--- config.mk ---
export PLATFORM = sky130hd
export DESIGN_NAME = chgi2c_port
export DESIGN_NICKNAME = d
export VERILOG_FILES = /design/src/chgi2c_pkg.sv /design/src/chgi2c_sync.sv /design/src/chgi2c_port.sv
export SDC_FILE = /design/constraint.sdc
export NUM_CORES = 1
export LEC_CHECK = 0
export ABC_AREA = 1
export ABC_CLOCK_PERIOD_IN_PS = 1800
export BUFFER_PORTS_ARGS = -buffer_cell sky130_fd_sc_hd__buf_4
export CAP_MARGIN = 30
export CORE_ASPECT_RATIO = 1.4
export CORE_MARGIN = 10
export CORE_UTILIZATION = 40
export DETAILED_ROUTE_END_ITERATION = 10
export MAX_ROUTING_LAYER = met4
export PLACE_DENSITY = 0.62
export SLEW_MARGIN = 5
export SYNTH_ARGS = -nofsm -noshare
export SYNTH_HDL_FRONTEND = slang
export SYNTH_SLANG_ARGS = --single-unit
export TNS_END_PERCENT = 20
--- constraint.sdc ---
create_clock -name clk_sys -period 1.8 [get_ports clk_sys]
set_input_delay 0.36 -clock clk_sys [delete_from_list [all_inputs] [get_ports clk_sys]]
set_output_delay 0.36 -clock clk_sys [all_outputs]
set_load 0.05 [all_outputs]
--- src/chgi2c_pkg.sv ---
package chgi2c_pkg;
   // ==========================================================
   // Bus addressing
   localparam logic [6:0] DEV_ADDR = 7'h48;
   localparam logic [3:0] REG_RAIL_IDX = 4'h9;
   localparam logic [3:0] REG_ALERT_IDX = 4'ha;
   localparam int MAX_BIT_RATE_KBPS = 400;
   // ==========================================================
   // Field positions and reset values
   localparam int RAIL_V_LSB = 3;
   localparam int PRE_I_LSB = 0;
   localparam logic [7:0] REG_RAIL_RST = 8'h39;
   localparam logic [7:0] REG_ALERT_RST = 8'h3e;
   localparam int AL_OUT_BIT = 5;
   localparam int AL_WAKE_BIT = 4;
   localparam int AL_HOLD_BIT = 3;
   localparam int AL_PULSE_BIT = 2;
   localparam int AL_SHIP_BIT = 1;
   localparam int AL_SUPPLY_BIT = 0;
   // ==========================================================
   // Timing
   localparam int CLK_HZ = 125000000;
   localparam int MS_CYCLES = CLK_HZ / 1000;
   localparam int T_WAKE_SHORT_MS = 50;
   localparam int T_WAKE_LONG_MS = 2000;
   localparam int T_HOLD_SHORT_MS = 8000;
   localparam int T_HOLD_LONG_MS = 16000;
   localparam int T_PULSE_SHORT_MS = 2000;
   localparam int T_PULSE_LONG_MS = 4000;
   localparam int MS_W = 15;
   // ==========================================================
   // Types
   typedef struct packed {
      logic [3:0] load_rail_voltage_code;
      logic [2:0] precharge_current_code;
      logic alert_output_gate;
      logic alert_low_wake_gate;
      logic alert_hold_reset_delay;
      logic rail_reset_pulse_length;
      logic alert_wake_hold_time;
      logic supply_good_wake_time;
   } chgi2c_cfg_s;

   typedef enum logic [8:0] {
      ST_IDLE = 9'h001,
      ST_ADDR = 9'h002,
      ST_ACK_A = 9'h004,
      ST_PTR = 9'h008,
      ST_ACK_P = 9'h010,
      ST_WDATA = 9'h020,
      ST_ACK_W = 9'h040,
      ST_RDATA = 9'h080,
      ST_RACK = 9'h100
   } chgi2c_st_e;
endpackage : chgi2c_pkg

--- src/chgi2c_sync.sv ---
`timescale 1ns/10ps
module chgi2c_sync (
   input wire logic clk_sys,
   input wire logic sys_rst,
   input wire logic [2:0] pin_in,
   output logic [2:0] level
);
   logic [2:0] s1_reg;
   logic [2:0] s2_reg;
   logic [2:0] s3_reg;

   // A change is accepted only once the second and third stage agree
   always_ff @(posedge clk_sys) begin
      if (sys_rst) begin
         s1_reg <= 3'h7;
         s2_reg <= 3'h7;
         s3_reg <= 3'h7;
         level <= 3'h7;
      end else begin
         s1_reg <= pin_in;
         s2_reg <= s1_reg;
         s3_reg <= s2_reg;
         level <= (s2_reg & s3_reg) | (~(s2_reg ^ s3_reg) & s3_reg)
                  | ((s2_reg ^ s3_reg) & level);
      end
   end
endmodule : chgi2c_sync

--- src/chgi2c_port.sv ---
`timescale 1ns/10ps
// Summary of operation
// - Data changes only while serial clock low
// - Eight bits MSB first, then acknowledge slot
// - Device acknowledges address, pointer, write bytes
// - Works at any rate up to 400 kbit/s
// - Answers only addresses 90h write, 91h read
// - Pointer low nibble selects register, acknowledged
// - Single or continuous write bytes, each acknowledged
// - Read: pointer write, restart, read byte, stop
// - Output gate clear masks alert signalling
// - Wake gate clear ignores external alert low
// - Alert held 8 s/16 s resets load rail
// - Rail reset lasts 2 s or 4 s
// - Alert held 50 ms/2 s leaves shipping
// - Supply good 50 ms/2 s leaves shipping
module chgi2c_port #(
   parameter int MS_TICK_CYCLES = chgi2c_pkg::MS_CYCLES
) (
   input wire logic clk_sys,
   input wire logic sys_rst,
   input wire logic scl_in,
   input wire logic sda_in,
   output logic sda_out,
   output logic sda_oe_n,
   input wire logic alert_in,
   output logic alert_out,
   output logic alert_oe_n,
   input wire logic alert_event,
   input wire logic watchdog_overflow,
   input wire logic supply_good,
   input wire logic ship_mode,
   output logic ship_exit,
   output logic rail_reset,
   output chgi2c_pkg::chgi2c_cfg_s cfg
);
   // ==========================================================
   // Pin sampling
   logic [2:0] lvl;
   logic scl_prev_reg;
   logic sda_prev_reg;
   logic scl_rise;
   logic scl_fall;
   logic start_det;
   logic stop_det;

   chgi2c_sync u_sync (
      .clk_sys(clk_sys),
      .sys_rst(sys_rst),
      .pin_in({alert_in, sda_in, scl_in}),
      .level(lvl)
   );

   always_ff @(posedge clk_sys) begin
      if (sys_rst) begin
         scl_prev_reg <= 1'b1;
         sda_prev_reg <= 1'b1;
      end else begin
         scl_prev_reg <= lvl[0];
         sda_prev_reg <= lvl[1];
      end
   end

   // Data sampled on clock edges only; data edges under high clock
   // are framing, which keeps the bit path rate-independent
   assign scl_rise = lvl[0] & ~scl_prev_reg;
   assign scl_fall = ~lvl[0] & scl_prev_reg;
   assign start_det = lvl[0] & scl_prev_reg & sda_prev_reg & ~lvl[1];
   assign stop_det = lvl[0] & scl_prev_reg & ~sda_prev_reg & lvl[1];

   // ==========================================================
   // Register file
   logic [7:0] rail_reg;
   logic [7:0] alert_reg;
   logic wr_en;
   logic [3:0] ptr_reg;
   logic [7:0] shift_reg;
   logic [7:0] rx_byte;

   function automatic logic [7:0] rd_byte(input logic [3:0] idx,
                                          input logic [7:0] r9,
                                          input logic [7:0] ra);
      case (idx)
         chgi2c_pkg::REG_RAIL_IDX: rd_byte = r9 & 8'h7f;
         chgi2c_pkg::REG_ALERT_IDX: rd_byte = ra & 8'h3f;
         default: rd_byte = 8'h00;
      endcase
   endfunction : rd_byte

   always_ff @(posedge clk_sys) begin
      if (sys_rst) begin
         rail_reg <= chgi2c_pkg::REG_RAIL_RST;
         alert_reg <= chgi2c_pkg::REG_ALERT_RST;
      end else if (wr_en) begin
         // Reserved bits always hold zero
         if (ptr_reg == chgi2c_pkg::REG_RAIL_IDX)
            rail_reg <= rx_byte & 8'h7f;
         if (ptr_reg == chgi2c_pkg::REG_ALERT_IDX)
            alert_reg <= rx_byte & 8'h3f;
      end
   end

   always_ff @(posedge clk_sys) begin
      if (sys_rst) begin
         cfg <= '0;
      end else begin
         cfg.load_rail_voltage_code <= rail_reg[chgi2c_pkg::RAIL_V_LSB +: 4];
         cfg.precharge_current_code <= rail_reg[chgi2c_pkg::PRE_I_LSB +: 3];
         cfg.alert_output_gate <= alert_reg[chgi2c_pkg::AL_OUT_BIT];
         cfg.alert_low_wake_gate <= alert_reg[chgi2c_pkg::AL_WAKE_BIT];
         cfg.alert_hold_reset_delay <= alert_reg[chgi2c_pkg::AL_HOLD_BIT];
         cfg.rail_reset_pulse_length <= alert_reg[chgi2c_pkg::AL_PULSE_BIT];
         cfg.alert_wake_hold_time <= alert_reg[chgi2c_pkg::AL_SHIP_BIT];
         cfg.supply_good_wake_time <= alert_reg[chgi2c_pkg::AL_SUPPLY_BIT];
      end
   end

   // ==========================================================
   // Serial target
   chgi2c_pkg::chgi2c_st_e st_reg;
   logic [3:0] cnt_reg;
   logic rw_reg;
   logic nack_reg;
   logic [7:0] tx_byte;

   assign rx_byte = {shift_reg[6:0], lvl[1]};
   assign wr_en = scl_rise & (st_reg == chgi2c_pkg::ST_WDATA)
                  & (cnt_reg == 4'h7);
   assign tx_byte = rd_byte(ptr_reg, rail_reg, alert_reg);

   always_ff @(posedge clk_sys) begin
      if (sys_rst) begin
         st_reg <= chgi2c_pkg::ST_IDLE;
         cnt_reg <= 4'h0;
         shift_reg <= 8'h00;
         ptr_reg <= 4'h0;
         rw_reg <= 1'b0;
         nack_reg <= 1'b1;
         sda_oe_n <= 1'b1;
      end else if (start_det) begin
         st_reg <= chgi2c_pkg::ST_ADDR;
         cnt_reg <= 4'h0;
         sda_oe_n <= 1'b1;
      end else if (stop_det) begin
         st_reg <= chgi2c_pkg::ST_IDLE;
         sda_oe_n <= 1'b1;
      end else if (scl_rise) begin
         case (st_reg)
            chgi2c_pkg::ST_ADDR, chgi2c_pkg::ST_PTR: begin
               shift_reg <= rx_byte;
               cnt_reg <= cnt_reg + 4'h1;
               if (st_reg == chgi2c_pkg::ST_PTR && cnt_reg == 4'h7)
                  ptr_reg <= rx_byte[3:0];
            end
            chgi2c_pkg::ST_WDATA: begin
               shift_reg <= rx_byte;
               cnt_reg <= cnt_reg + 4'h1;
               if (cnt_reg == 4'h7)
                  ptr_reg <= ptr_reg + 4'h1;
            end
            chgi2c_pkg::ST_RDATA: cnt_reg <= cnt_reg + 4'h1;
            chgi2c_pkg::ST_RACK: nack_reg <= lvl[1];
            default: cnt_reg <= cnt_reg;
         endcase
      end else if (scl_fall) begin
         case (st_reg)
            chgi2c_pkg::ST_ADDR: begin
               if (cnt_reg == 4'h8) begin
                  if (shift_reg[7:1] == chgi2c_pkg::DEV_ADDR) begin
                     rw_reg <= shift_reg[0];
                     sda_oe_n <= 1'b0;
                     st_reg <= chgi2c_pkg::ST_ACK_A;
                  end else begin
                     st_reg <= chgi2c_pkg::ST_IDLE;
                  end
               end
            end
            chgi2c_pkg::ST_PTR, chgi2c_pkg::ST_WDATA: begin
               if (cnt_reg == 4'h8) begin
                  sda_oe_n <= 1'b0;
                  st_reg <= (st_reg == chgi2c_pkg::ST_PTR) ?
                            chgi2c_pkg::ST_ACK_P : chgi2c_pkg::ST_ACK_W;
               end
            end
            chgi2c_pkg::ST_ACK_A, chgi2c_pkg::ST_RACK: begin
               cnt_reg <= 4'h0;
               if (st_reg == chgi2c_pkg::ST_ACK_A && !rw_reg) begin
                  sda_oe_n <= 1'b1;
                  st_reg <= chgi2c_pkg::ST_PTR;
               end else if (st_reg == chgi2c_pkg::ST_RACK && nack_reg) begin
                  // Host declined more data; wait for stop or restart
                  sda_oe_n <= 1'b1;
                  st_reg <= chgi2c_pkg::ST_IDLE;
               end else begin
                  sda_oe_n <= tx_byte[7];
                  shift_reg <= {tx_byte[6:0], 1'b0};
                  ptr_reg <= ptr_reg + 4'h1;
                  st_reg <= chgi2c_pkg::ST_RDATA;
               end
            end
            chgi2c_pkg::ST_ACK_P, chgi2c_pkg::ST_ACK_W: begin
               sda_oe_n <= 1'b1;
               cnt_reg <= 4'h0;
               st_reg <= chgi2c_pkg::ST_WDATA;
            end
            chgi2c_pkg::ST_RDATA: begin
               if (cnt_reg == 4'h8) begin
                  sda_oe_n <= 1'b1;
                  st_reg <= chgi2c_pkg::ST_RACK;
               end else begin
                  sda_oe_n <= shift_reg[7];
                  shift_reg <= {shift_reg[6:0], 1'b0};
               end
            end
            default: st_reg <= chgi2c_pkg::ST_IDLE;
         endcase
      end
   end

   // ==========================================================
   // Alert pin and shipping timers
   function automatic logic [14:0] pick_ms(input logic sel,
                                           input int t0,
                                           input int t1);
      pick_ms = sel ? t1[14:0] : t0[14:0];
   endfunction : pick_ms

   logic [16:0] tick_cnt_reg;
   logic tick;
   logic [14:0] al_ms_reg;
   logic [14:0] sg_ms_reg;
   logic [14:0] pulse_ms_reg;
   logic ext_low;
   logic [14:0] hold_lim;
   logic [14:0] wake_lim;
   logic [14:0] sup_lim;
   logic [14:0] pulse_lim;

   assign tick = (tick_cnt_reg == 17'(MS_TICK_CYCLES - 1));
   // Our own drive on the pin must not count as a host hold
   assign ext_low = ~lvl[2] & alert_oe_n & cfg.alert_low_wake_gate;
   assign hold_lim = pick_ms(cfg.alert_hold_reset_delay,
      chgi2c_pkg::T_HOLD_SHORT_MS, chgi2c_pkg::T_HOLD_LONG_MS);
   assign wake_lim = pick_ms(cfg.alert_wake_hold_time,
      chgi2c_pkg::T_WAKE_SHORT_MS, chgi2c_pkg::T_WAKE_LONG_MS);
   assign sup_lim = pick_ms(cfg.supply_good_wake_time,
      chgi2c_pkg::T_WAKE_SHORT_MS, chgi2c_pkg::T_WAKE_LONG_MS);
   assign pulse_lim = pick_ms(cfg.rail_reset_pulse_length,
      chgi2c_pkg::T_PULSE_SHORT_MS, chgi2c_pkg::T_PULSE_LONG_MS);

   always_ff @(posedge clk_sys) begin
      if (sys_rst || tick)
         tick_cnt_reg <= 17'h00000;
      else
         tick_cnt_reg <= tick_cnt_reg + 17'h00001;
   end

   always_ff @(posedge clk_sys) begin
      if (sys_rst) begin
         alert_oe_n <= 1'b1;
         alert_out <= 1'b0;
         sda_out <= 1'b0;
      end else begin
         alert_oe_n <= ~(alert_event & cfg.alert_output_gate);
      end
   end

   always_ff @(posedge clk_sys) begin
      if (sys_rst) begin
         al_ms_reg <= 15'h0000;
         sg_ms_reg <= 15'h0000;
         pulse_ms_reg <= 15'h0000;
         ship_exit <= 1'b0;
         rail_reset <= 1'b0;
      end else begin
         ship_exit <= 1'b0;
         if (!ext_low)
            al_ms_reg <= 15'h0000;
         else if (tick && al_ms_reg != 15'h7fff)
            al_ms_reg <= al_ms_reg + 15'h0001;
         if (!supply_good)
            sg_ms_reg <= 15'h0000;
         else if (tick && sg_ms_reg != 15'h7fff)
            sg_ms_reg <= sg_ms_reg + 15'h0001;
         if (ship_mode && tick && ((ext_low && al_ms_reg + 15'h0001 == wake_lim)
             || (supply_good && sg_ms_reg + 15'h0001 == sup_lim)))
            ship_exit <= 1'b1;
         if (watchdog_overflow
             || (ext_low && tick && al_ms_reg + 15'h0001 == hold_lim)) begin
            rail_reset <= 1'b1;
            pulse_ms_reg <= 15'h0000;
         end else if (rail_reset && tick) begin
            pulse_ms_reg <= pulse_ms_reg + 15'h0001;
            if (pulse_ms_reg + 15'h0001 == pulse_lim)
               rail_reset <= 1'b0;
         end
      end
   end
endmodule : chgi2c_port

==> metrics.md, run 1 <==
| Metric | Value |
|---|---|
| Status | `finished, violations left` |
| Failing checks | `negative setup slack` |
| TNS Setup | `-0.311 ns` |
| Crit path time final | `between 1.5 and 2 ns` |
| WL/cell | `13.2 um` |
| Leakage | `3.83 nW` |
| Post-synth top flop | `dfxtp_1` |
| CP startpoint | `tick_cnt_reg[1]` |
| Min-delay src | `sda_in` |
| Worst slack, placed | `-0.128 ns` |
| CTS Buffer Depth | `2` |
| CP required | `roughly 2.1 ns` |
| PortBufs | `25` |
| Post-synthesis cell area | `approximately 7000 um2` |
| Worst Slack Setup Final | `-0.0386 ns` |
| Worst reg2reg startpoint | `tick_cnt_reg[1]` |
| Drt first pass iters | `7` |
| Mux cell area share after synthesis | `0` |
| Clock-pin slew on the worst setup and hold paths | `~0.070 ns` |
| Largest net degree at the start of global routing | `31` |
| Clock Tree Root | `clkbuf_16` |
| Full die area | `around 23000 um2` |
| Fmax | `about 540 MHz` |
| GRT Total Usage | `0.163` |
| Register area share after synthesis | `0.379` |
| Asr flop ratio synth | `0` |
| Compound-Gate Fraction of Synth Area | `0.141` |
| RSZ-0062 raised after global routing | `true` |
| Syn Area/Cell | `~7 um2` |
| Critical path data arrival time | `2.15 ns` |
| Worst Setup End Kind | `flop` |
| Number of max-cap violations | `0` |
| Largest family of logic cells by synthesized area | `simple AND/OR/NAND/NOR gates` |
| Final nets | `around 1200` |
| Post-synth cell types | `45` |
| Die Wd | `around 130 um` |
| Total Power | `approximately 0.0068 W` |
| Setup Viol. Count Final | `18` |
| Initial cell density of the core | `0.405` |
| Mapped Cells | `between 1000 and 1500` |
| Vias in the first global route | `~6800` |
| CTS H-tree depth | `4` |
| Fin crit share | `1.02` |
| CTS sink cnt | `roughly 130` |
| Die Y | `approximately 180 um` |
| Number of diodes | `0` |
| Post-synth EDFFs | `0` |
| Vias post-DR | `7031` |
| Peak supply drop | `between 0.5 and 0.6 mV` |
| Row count | `57` |
| Initial DRC Count | `around 330` |
| Yosys reg bits | `133` |
| Synthesis-to-finish area growth | `33.0%` |
| Routability congestion estimate | `approximately 0.97` |
| Final Skew | `0.0128 ns` |
| CP Class | `flop to flop` |
| P per Cell Area | `728 nW/um2` |
| Max reg flops | `17` |
| Post-synthesis simple-gate area fraction | `0.342` |
| Global-route wire length before repair | `30900 um` |
| Clock Latency Late Sink | `~0.43 ns` |
| Xor and xnor area share after synthesis | `0.0212` |
| Hold Path Class | `input port to flop` |
| Initial antenna violation count | `0` |
| ANT nets after route | `0` |
| CP Max Fanout | `4` |
| Fill count | `around 1600` |
| Vias/cell | `between 4 and 5` |
| IO Count | `28` |
| Post-Synth Adder-Cell Area | `0.0303` |
| Final Max Tran Viols | `0` |
| Core area | `~17000 um2` |
| Dpl cells | `between 1000 and 1500` |
| CTS tree | `done` |
| Routed WL | `18700 um` |
| DP HPWL | `between 10000 and 15000 um` |
| GRT overflow | `0` |
| Yosys warns | `0` |
| Final hold vios | `0` |
| Non-filler cells, final | `between 1000 and 1500` |
| Type of origin of the critical path | `flop` |
| Drc violations | `0` |
| CTS buffer count | `17` |
| Share of layout cells above drive strength 1 | `0.286` |
## cell type report
type	count	area [um2]	area share
Timing Repair Buffer	140	1100	0.118
Clock buffer	17	425	0.0456
Multi-Input combinational cell	748	4200	0.449
Inverter	128	483	0.0517
Sequential cell	133	2700	0.289
Tap cell	236	295	0.0316
Clock inverter	15	140	0.0150
## cell families (layout without fill, tap and decap cells)
kind of cell	Yosys count	after routing
AO/OA/AOI/OAI	179	179
XOR/XNOR	17	17
adder cells (fa/ha/maj)	17	17
buffers and inverters	149	300
flip-flops	133	133
other	1	2
AND/OR/NAND/NOR	532	533
## repair_timing
item / 4_1_cts / 5_1_grt
hold buffers: 0 / 0
buffers inserted: 5 / 6
gates cloned: 1 / 0
endpoints found under the setup margin: 42 / 77
pin swaps: 15 / 38
gates resized for setup: 34 / 123
## through the flow
step / hold slack [ns] / util / cell area (um2)
2_1_floorplan: 0.389 / - / 7030
3_3_place_gp: 0.391 / 0.473 / 8190
3_5_place_dp: 0.394 / 0.473 / 8190
4_1_cts: 0.0984 / 0.515 / 8930
5_1_grt: 0.103 / 0.539 / 9340
6_report: 0.111 / 0.539 / 9340
## layer usage
metal | track usage | part of all wire | up-vias
met5 | - | 0 | -
met4 | 0.0688 | 0.027 | 0
met3 | 0.0290 | 0.034 | 38
met2 | 0.293 | 0.52 | 141
met1 | 0.173 | 0.42 | 3227
li1 | - | - | 3625
## cell usage in the layout (no fill, tap or decap), types with 3 or more instances in the layout
cell type    n
nor2_1     115
o211ai_1    12
or2_2       13
a21oi_1     61
nand3_2     13
ha_4         4
nand2_1    208
clkbuf_16   17
dfxtp_1    115
xor2_1      11
nand3_4      6
inv_2        8
a21oi_2     15
nand3_1     58
xnor2_1      3
inv_8        3
inv_1      117
nand4_1     19
o21ai_0     47
nor3_4       3
nor3_1      14
nand2_2     25
a31oi_1      3
o22ai_1      6
buf_4      131
nor2_2      29
dfxtp_4      4
nand3b_1     4
nor2_4      13
dfxtp_2     14
inv_6        6
o21ai_1     16
ha_1        13
a211oi_1     7
o21ai_2      7
buf_6        7
## power breakdown
group	internal [W]	switching (W)	leakage (nW)
Sequential	0.00298	0.0000380	1.09
Combinational	0.000178	0.000283	2.47
Clock	0.00182	0.00149	0.274
Total	0.00499	0.00181	3.83
## worst paths after layout
kind         slack (ns)  depth (start not counted)                to
min reg2reg        0.41                          1        alert_oe_n
max reg2reg       -0.04                         11     al_ms_reg[13]
min                0.11                          2  u_sync.s1_reg[1]
max               -0.04                         11     al_ms_reg[13]
## synth_stat cells, drive strengths merged, types with 2 or more instances
master | number | area, um2
nand3b | 4 | 30.0
o22ai | 6 | 37.5
a21oi | 76 | 403
a211oi | 7 | 52.6
xor2 | 12 | 105
inv | 126 | 473
buf | 10 | 83.8
o21a | 2 | 15.0
a31oi | 3 | 18.8
or2 | 15 | 93.8
xnor2 | 5 | 43.8
nor3 | 19 | 121
nand2 | 236 | 908
ha | 17 | 213
dfxtp | 133 | 2660
nand3 | 76 | 423
o21ai | 71 | 355
nand4 | 20 | 131
nor2 | 157 | 659
nor4 | 2 | 12.5
clkinv | 2 | 7.51
o211ai | 12 | 90.1
clkbuf | 11 | 41.3
## worst max-delay path, stage by stage (launching register included)
cell	delay [ns]
dfxtp_2	0.36
ha_4	0.16
inv_4	0.03
nor2_4	0.07
buf_4	0.11
buf_4	0.09
nand2_1	0.04
nor4_1	0.34
buf_4	0.20
nand2_1	0.11
o21ai_0	0.18
a21oi_1	0.06
Note: power is estimated with default switching activity, not from simulation.
==> inputs of run 2 (changes only) <==
- CTS_CLUSTER_SIZE: not set -> 28
- GPL_TIMING_DRIVEN: not set -> 0
==> metrics.md, run 2 (synthesis results as in run 1) <==
| Metric | Value |
|---|---|
| Status | `finished, violations left` |
| Failing checks | `negative setup slack` |
| Worst reg2reg setup slack | `-0.21 ns (-0.17 ns)` |
| Initial antenna violation count | `0 (unchanged)` |
| P per Cell Area | `773 nW/um2 (+6.2%)` |
| Logic pwr share | `0.062 (-0.006)` |
| CTS Buffer Depth | `2 (unchanged)` |
| Final instance area | `8770 um2 (-6.0%)` |
| Number of diodes | `0 (unchanged)` |
| Max reg flops | `17 (unchanged)` |
| CP required | `2.11 ns (about the same)` |
| Peak supply drop | `0.567 mV (-0.75%)` |
| Clock-pin slew on the worst setup and hold paths | `0.06 ns (about the same)` |
| Synthesis-to-finish area growth | `25.0%` |
| Crit path time final | `2.01 ns (+0.172 ns)` |
| CP Class | `flop to flop` |
| Internal Power | `0.00508 W (+1.9%)` |
| PortBufs | `25 (unchanged)` |
| Number of max-cap violations | `0 (unchanged)` |
| Global-route wire length before repair | `29800 um (-3.6%)` |
| Tightest Pin Transition | `0.608 ns` |
| Drc violations | `0 (unchanged)` |
| Largest net degree at the start of global routing | `17 (-45%)` |
| Die Y | `177 um (unchanged)` |
| Initial DRC Count | `419 (+27%)` |
| IO Count | `28 (unchanged)` |
| CTS H-tree depth | `4 (unchanged)` |
| Clock Latency Late Sink | `0.43 ns (about the same)` |
| Type of origin of the critical path | `flop` |
| GRT Total Usage | `0.159 (-0.00443)` |
| Final hold vios | `0 (unchanged)` |
| Full die area | `23300 um2 (unchanged)` |
| Fill count | `1757 (+7.4%)` |
| Sequential share of power | `0.446 (about the same)` |
| Final nets | `1129 (-5.4%)` |
| Commonest cells after routing, fill and taps aside | `nand2_1 (218), dfxtp_1 (118), nor2_1 (117)` |
| GRT overflow | `0 (unchanged)` |
| CTS sink cnt | `133 (unchanged)` |
| Routability congestion estimate | `0.914 (-5.8%)` |
| Cts hold-fix bufs | `0 (unchanged)` |
| WL/cell | `13.4 um (+1.9%)` |
| Hold Path Class | `input port to flop` |
| Vias in the first global route | `6272 (-7.5%)` |
| Fmax | `497 MHz (-8.6%)` |
| Row count | `57 (unchanged)` |
| Leakage | `3.50 nW (-8.5%)` |
| CTS buffer count | `17 (unchanged)` |
| DP HPWL | `13100 um (-4.1%)` |
| Total Power | `0.00678 W (-0.23%)` |
| Setup Viol. Count Final | `36 (+18)` |
| RSZ-0062 raised after global routing | `true` |
| Core area | `17300 um2 (unchanged)` |
| Drt first pass iters | `5 (-2)` |
| Clock Tree Root | `clkbuf_16` |
| Clk pwr share | `0.492 (+0.004)` |
| Most common cell after layout, fill and taps aside | `nand2_1` |
| Final Max Tran Viols | `0 (unchanged)` |
| Die Wd | `132 um (unchanged)` |
| Vias post-DR | `6749 (-4.0%)` |
| ANT nets after route | `0 (unchanged)` |
| CP Max Fanout | `5 (+1)` |
| TNS Setup | `-3.68 ns (-3.37 ns)` |
| Placed Area | `7510 um2 (-8.3%)` |
| Initial cell density of the core | `0.405 (unchanged)` |
| Final Skew | `0.0134 ns (+0.000546 ns)` |
| Critical path data arrival time | `2.32 ns (+0.17 ns)` |
| Final Util | `0.506 (-0.0325)` |
| Worst slack, placed | `-0.550 ns (-0.422 ns)` |
| Worst Setup End Kind | `flop` |
| Routed WL | `18100 um (-2.8%)` |
| Share of layout cells above drive strength 1 | `0.219 (-0.0676)` |
| Vias/cell | `4.99 (+0.60%)` |
| Net switching power | `0.00170 W (-6.1%)` |
| Worst Slack Setup Final | `-0.211 ns (-0.172 ns)` |
| Switch share | `0.251 (-0.0158)` |
| Fin crit share | `1.12 (+0.0957)` |
| CTS tree | `done` |
| Rel. slew slack | `0.594` |
run 2: power groups by stage:
stage / clock [W] / combinational (W) / sequential, W
after detailed placement: 0 / 0.000349 / 0.00309
final: 0.00334 / 0.000420 / 0.00302
after global routing: 0.00356 / 0.000462 / 0.00303
after floorplan: 0 / 0.000205 / 0.00312
after CTS: 0.00341 / 0.000384 / 0.00302
after global placement: 0 / 0.000349 / 0.00309
run 2: worst max-delay path: stages, from the launching register on:
cell,delay (ns)
dfxtp_4,0.36
ha_4,0.18
nand3_4,0.09
nor2_4,0.19
nand4_2,0.18
nand2_2,0.15
nand3_1,0.12
nor2_2,0.11
nand3_2,0.13
nand3_4,0.12
buf_12,0.13
buf_12,0.11
nor2_2,0.03
run 2: path summary, 6_finish.rpt:
kind         depth (start not counted)              from               end
max reg2reg                         12      al_ms_reg[0]   pulse_ms_reg[0]
max                                 12      al_ms_reg[0]   pulse_ms_reg[0]
min reg2reg                          1  u_sync.s1_reg[0]  u_sync.s2_reg[0]
min                                  2            sda_in  u_sync.s1_reg[1]
run 2: final cells by class:
type	count	area [um2]	area share
buffer	21	148	0.0168
clock buffer	19	443	0.0505
clock inverter	13	123	0.0140
inverter	128	483	0.0550
multi-input combinational	747	4140	0.472
sequential	133	2690	0.307
tap	236	295	0.0337
timing repair buffer	55	453	0.0516
run 2: per-layer routing:
| layer | part of all wire | track usage | up-vias | routed length [um] |
|---|---|---|---|---|
| li1 | - | - | 3503 | - |
| met1 | 0.44 | 0.176 | 3082 | 8000 |
| met2 | 0.51 | 0.271 | 129 | 9180 |
| met3 | 0.031 | 0.0335 | 35 | 566 |
| met4 | 0.021 | 0.0674 | 0 | 384 |
| met5 | 0 | - | - | 0 |
run 2: repair_timing:
item                       in CTS  in global routing
gates cloned                    1                  1
pin swaps                      16                 23
resized for setup              53                 95
setup buffers                  21                  8
setup endpoints to repair      92                 91
run 2: metrics by stage:
step	instances	hold slack, ns
global route	1352	0.101
finish	1352	0.115
floorplan	1029	0.389
CTS	1344	0.0989
global placement	1290	0.391
detailed placement	1290	0.393
==> inputs of run 3 (changes only) <==
- RECOVER_POWER: not set -> 50
- TNS_END_PERCENT: 20 -> not set
==> metrics.md, run 3 (synthesis results as in run 1) <==
| Metric | Value |
|---|---|
| Hold Path Class | `input port to flop` |
| ANT nets after route | `0 (unchanged)` |
| CTS buffer count | `17 (unchanged)` |
| Initial antenna violation count | `0 (unchanged)` |
| GRT overflow | `0 (unchanged)` |
| Worst reg2reg startpoint | `al_ms_reg[0]` |
| Hold_ws | `0.114 ns (-0.00136 ns)` |
| Status | `finished, violations left` |
| Core area | `17300 um2 (unchanged)` |
| CP Capture Point | `pulse_ms_reg[0]` |
| Tightest Pin Transition | `0.632 ns (+0.0242 ns)` |
| Critical path data arrival time | `2.32 ns (about the same)` |
| Final Max Tran Viols | `0 (unchanged)` |
| P per Cell Area | `735 nW/um2 (-4.9%)` |
| Setup Viol. Count Final | `20 (-44%)` |
| Commonest cells after routing, fill and taps aside | `nand2_1 (208), inv_1 (111), nor2_1 (109)` |
| Routed WL | `19200 um (+6.0%)` |
| CTS Buffer Depth | `2 (unchanged)` |
| Final hold vios | `0 (unchanged)` |
| Final Skew | `0.0113 ns (-0.00210 ns)` |
| PortBufs | `25 (unchanged)` |
| Worst reg2reg endpoint | `pulse_ms_reg[0]` |
| Crit path time final | `2.01 ns (-0.00471 ns)` |
| Vias post-DR | `6991 (+3.6%)` |
| Worst-case reg-to-reg path depth | `12 (unchanged)` |
| CP startpoint | `al_ms_reg[0]` |
| Rel. slew slack | `0.578 (-0.0161)` |
| Leakage | `3.70 nW (+5.5%)` |
| GRT Total Usage | `0.162 (+0.00350)` |
| Final nets | `1161 (+2.8%)` |
| CTS sink cnt | `133 (unchanged)` |
| Worst reg2reg setup slack | `-0.21 ns (about the same)` |
| Final Util | `0.538 (+0.0317)` |
| Largest net degree at the start of global routing | `17 (unchanged)` |
| RSZ-0062 raised after global routing | `true` |
| Worst Slack Setup Final | `-0.206 ns (+0.00471 ns)` |
| Clock-pin slew on the worst setup and hold paths | `0.06 ns (about the same)` |
| CP required | `2.12 ns (about the same)` |
| Fill count | `1668 (-5.1%)` |
| Drt first pass iters | `5 (unchanged)` |
| Fmax | `498 MHz (+0.23%)` |
| Dpl cells | `1290 (unchanged)` |
| Full die area | `23300 um2 (unchanged)` |
| DP HPWL | `13100 um (unchanged)` |
| Drc violations | `0 (unchanged)` |
| Routability congestion estimate | `0.914 (unchanged)` |
| Vias/cell | `5.05 (+1.2%)` |
| Type of origin of the critical path | `flop` |
| CTS H-tree depth | `4 (unchanged)` |
| CP Class | `flop to flop` |
| Synthesis-to-finish area growth | `32.8%` |
| Global-route wire length before repair | `30500 um (+2.3%)` |
| Fin crit share | `1.11 (-0.00262)` |
| Number of max-cap violations | `0 (unchanged)` |
| Number of diodes | `0 (unchanged)` |
| Most common cell after layout, fill and taps aside | `nand2_1` |
| Failing checks | `negative setup slack` |
| Die Y | `177 um (unchanged)` |
| Worst Setup End Kind | `flop` |
| Clock Tree Root | `clkbuf_16` |
| Share of layout cells above drive strength 1 | `0.289 (+0.0706)` |
| Die Wd | `132 um (unchanged)` |
| Max reg flops | `17 (unchanged)` |
| Clock Latency Late Sink | `0.43 ns (about the same)` |
| Row count | `57 (unchanged)` |
| CP Max Fanout | `5 (unchanged)` |
| WL/cell | `13.9 um (+3.5%)` |
| Worst slack, placed | `-0.550 ns (unchanged)` |
| Non-filler cells, final | `1384 (+2.4%)` |
| Vias in the first global route | `6460 (+3.0%)` |
| IO Count | `28 (unchanged)` |
| Initial DRC Count | `427 (+1.9%)` |
| Peak supply drop | `0.582 mV (+2.7%)` |
| Initial cell density of the core | `0.405 (unchanged)` |
| CTS tree | `done` |
-- run 3: changes by cell type in the layout (fill, tap and decap cells not counted), sizes merged --
cell / change
buf: +31
nand2: +1
-- run 3: area by class of cell --
class | instances | area (um2) | share of cell area
Buffer | 21 | 163 | 0.0174
Clock buffer | 19 | 443 | 0.0475
Clock inverter | 13 | 123 | 0.0132
Inverter | 128 | 485 | 0.0521
Multi-Input combinational cell | 748 | 4380 | 0.470
Sequential cell | 133 | 2710 | 0.290
Tap cell | 236 | 295 | 0.0317
Timing Repair Buffer | 86 | 727 | 0.0780
-- run 3: layer usage --
layer	part of all wire	up-vias	GRT usage
met5	0	-	-
met4	0.023	0	0.0753
met3	0.039	41	0.0341
met2	0.51	161	0.279
met1	0.43	3214	0.177
li1	-	3575	-
-- run 3: worst max-delay path, stage by stage (launching register included) --
cell and delay [ns]:
dfxtp_4 0.36, ha_4 0.17, nand3_4 0.08, nor2_4 0.19, nand4_2 0.18, nand2_2 0.14
nand3_1 0.13, nor2_2 0.11, nand3_2 0.13, nand3_4 0.12, buf_12 0.12, buf_12 0.11
nor2_2 0.03
-- run 3: how the worst min path moves through the flow --
| stage | start | end | slack (ns) | cells after the start |
|---|---|---|---|---|
| final | sda_in | u_sync.s1_reg[1] | 0.11 | 2 |
| after global routing | scl_in | u_sync.s1_reg[0] | 0.10 | 2 |
| after CTS | sda_in | u_sync.s1_reg[1] | 0.1 | 2 |
| after detailed placement | u_sync.s1_reg[0] | u_sync.s2_reg[0] | 0.39 | 1 |
| after global placement | u_sync.s1_reg[0] | u_sync.s2_reg[0] | 0.39 | 1 |
| after floorplan | u_sync.s1_reg[0] | u_sync.s2_reg[0] | 0.39 | 1 |
-- run 3: metrics by stage --
step	total power (W)	cell area, um2	TNS (ns)
2_1_floorplan	0.00333	7030	0
3_3_place_gp	0.00344	7510	-25.23
3_5_place_dp	0.00344	7510	-25.46
4_1_cts	0.00687	8700	-3.23
5_1_grt	0.00711	9320	-6.13
6_report	0.00686	9320	-2.60
-- run 3: where the power goes --
group          leakage [nW]  switching (W)  internal, W
combinational          2.34       0.000300     0.000188
clock                 0.267        0.00139      0.00195
sequential             1.09      0.0000416      0.00299
total                  3.70        0.00173      0.00512
-- run 3: timing repair --
item,in CTS,in global routing
gates cloned,3,2
setup buffers,35,24
endpoints found under the hold margin,0,0
hold buffers,0,0
pin swaps,36,40
setup endpoints to repair,92,92
gates resized for setup,93,148
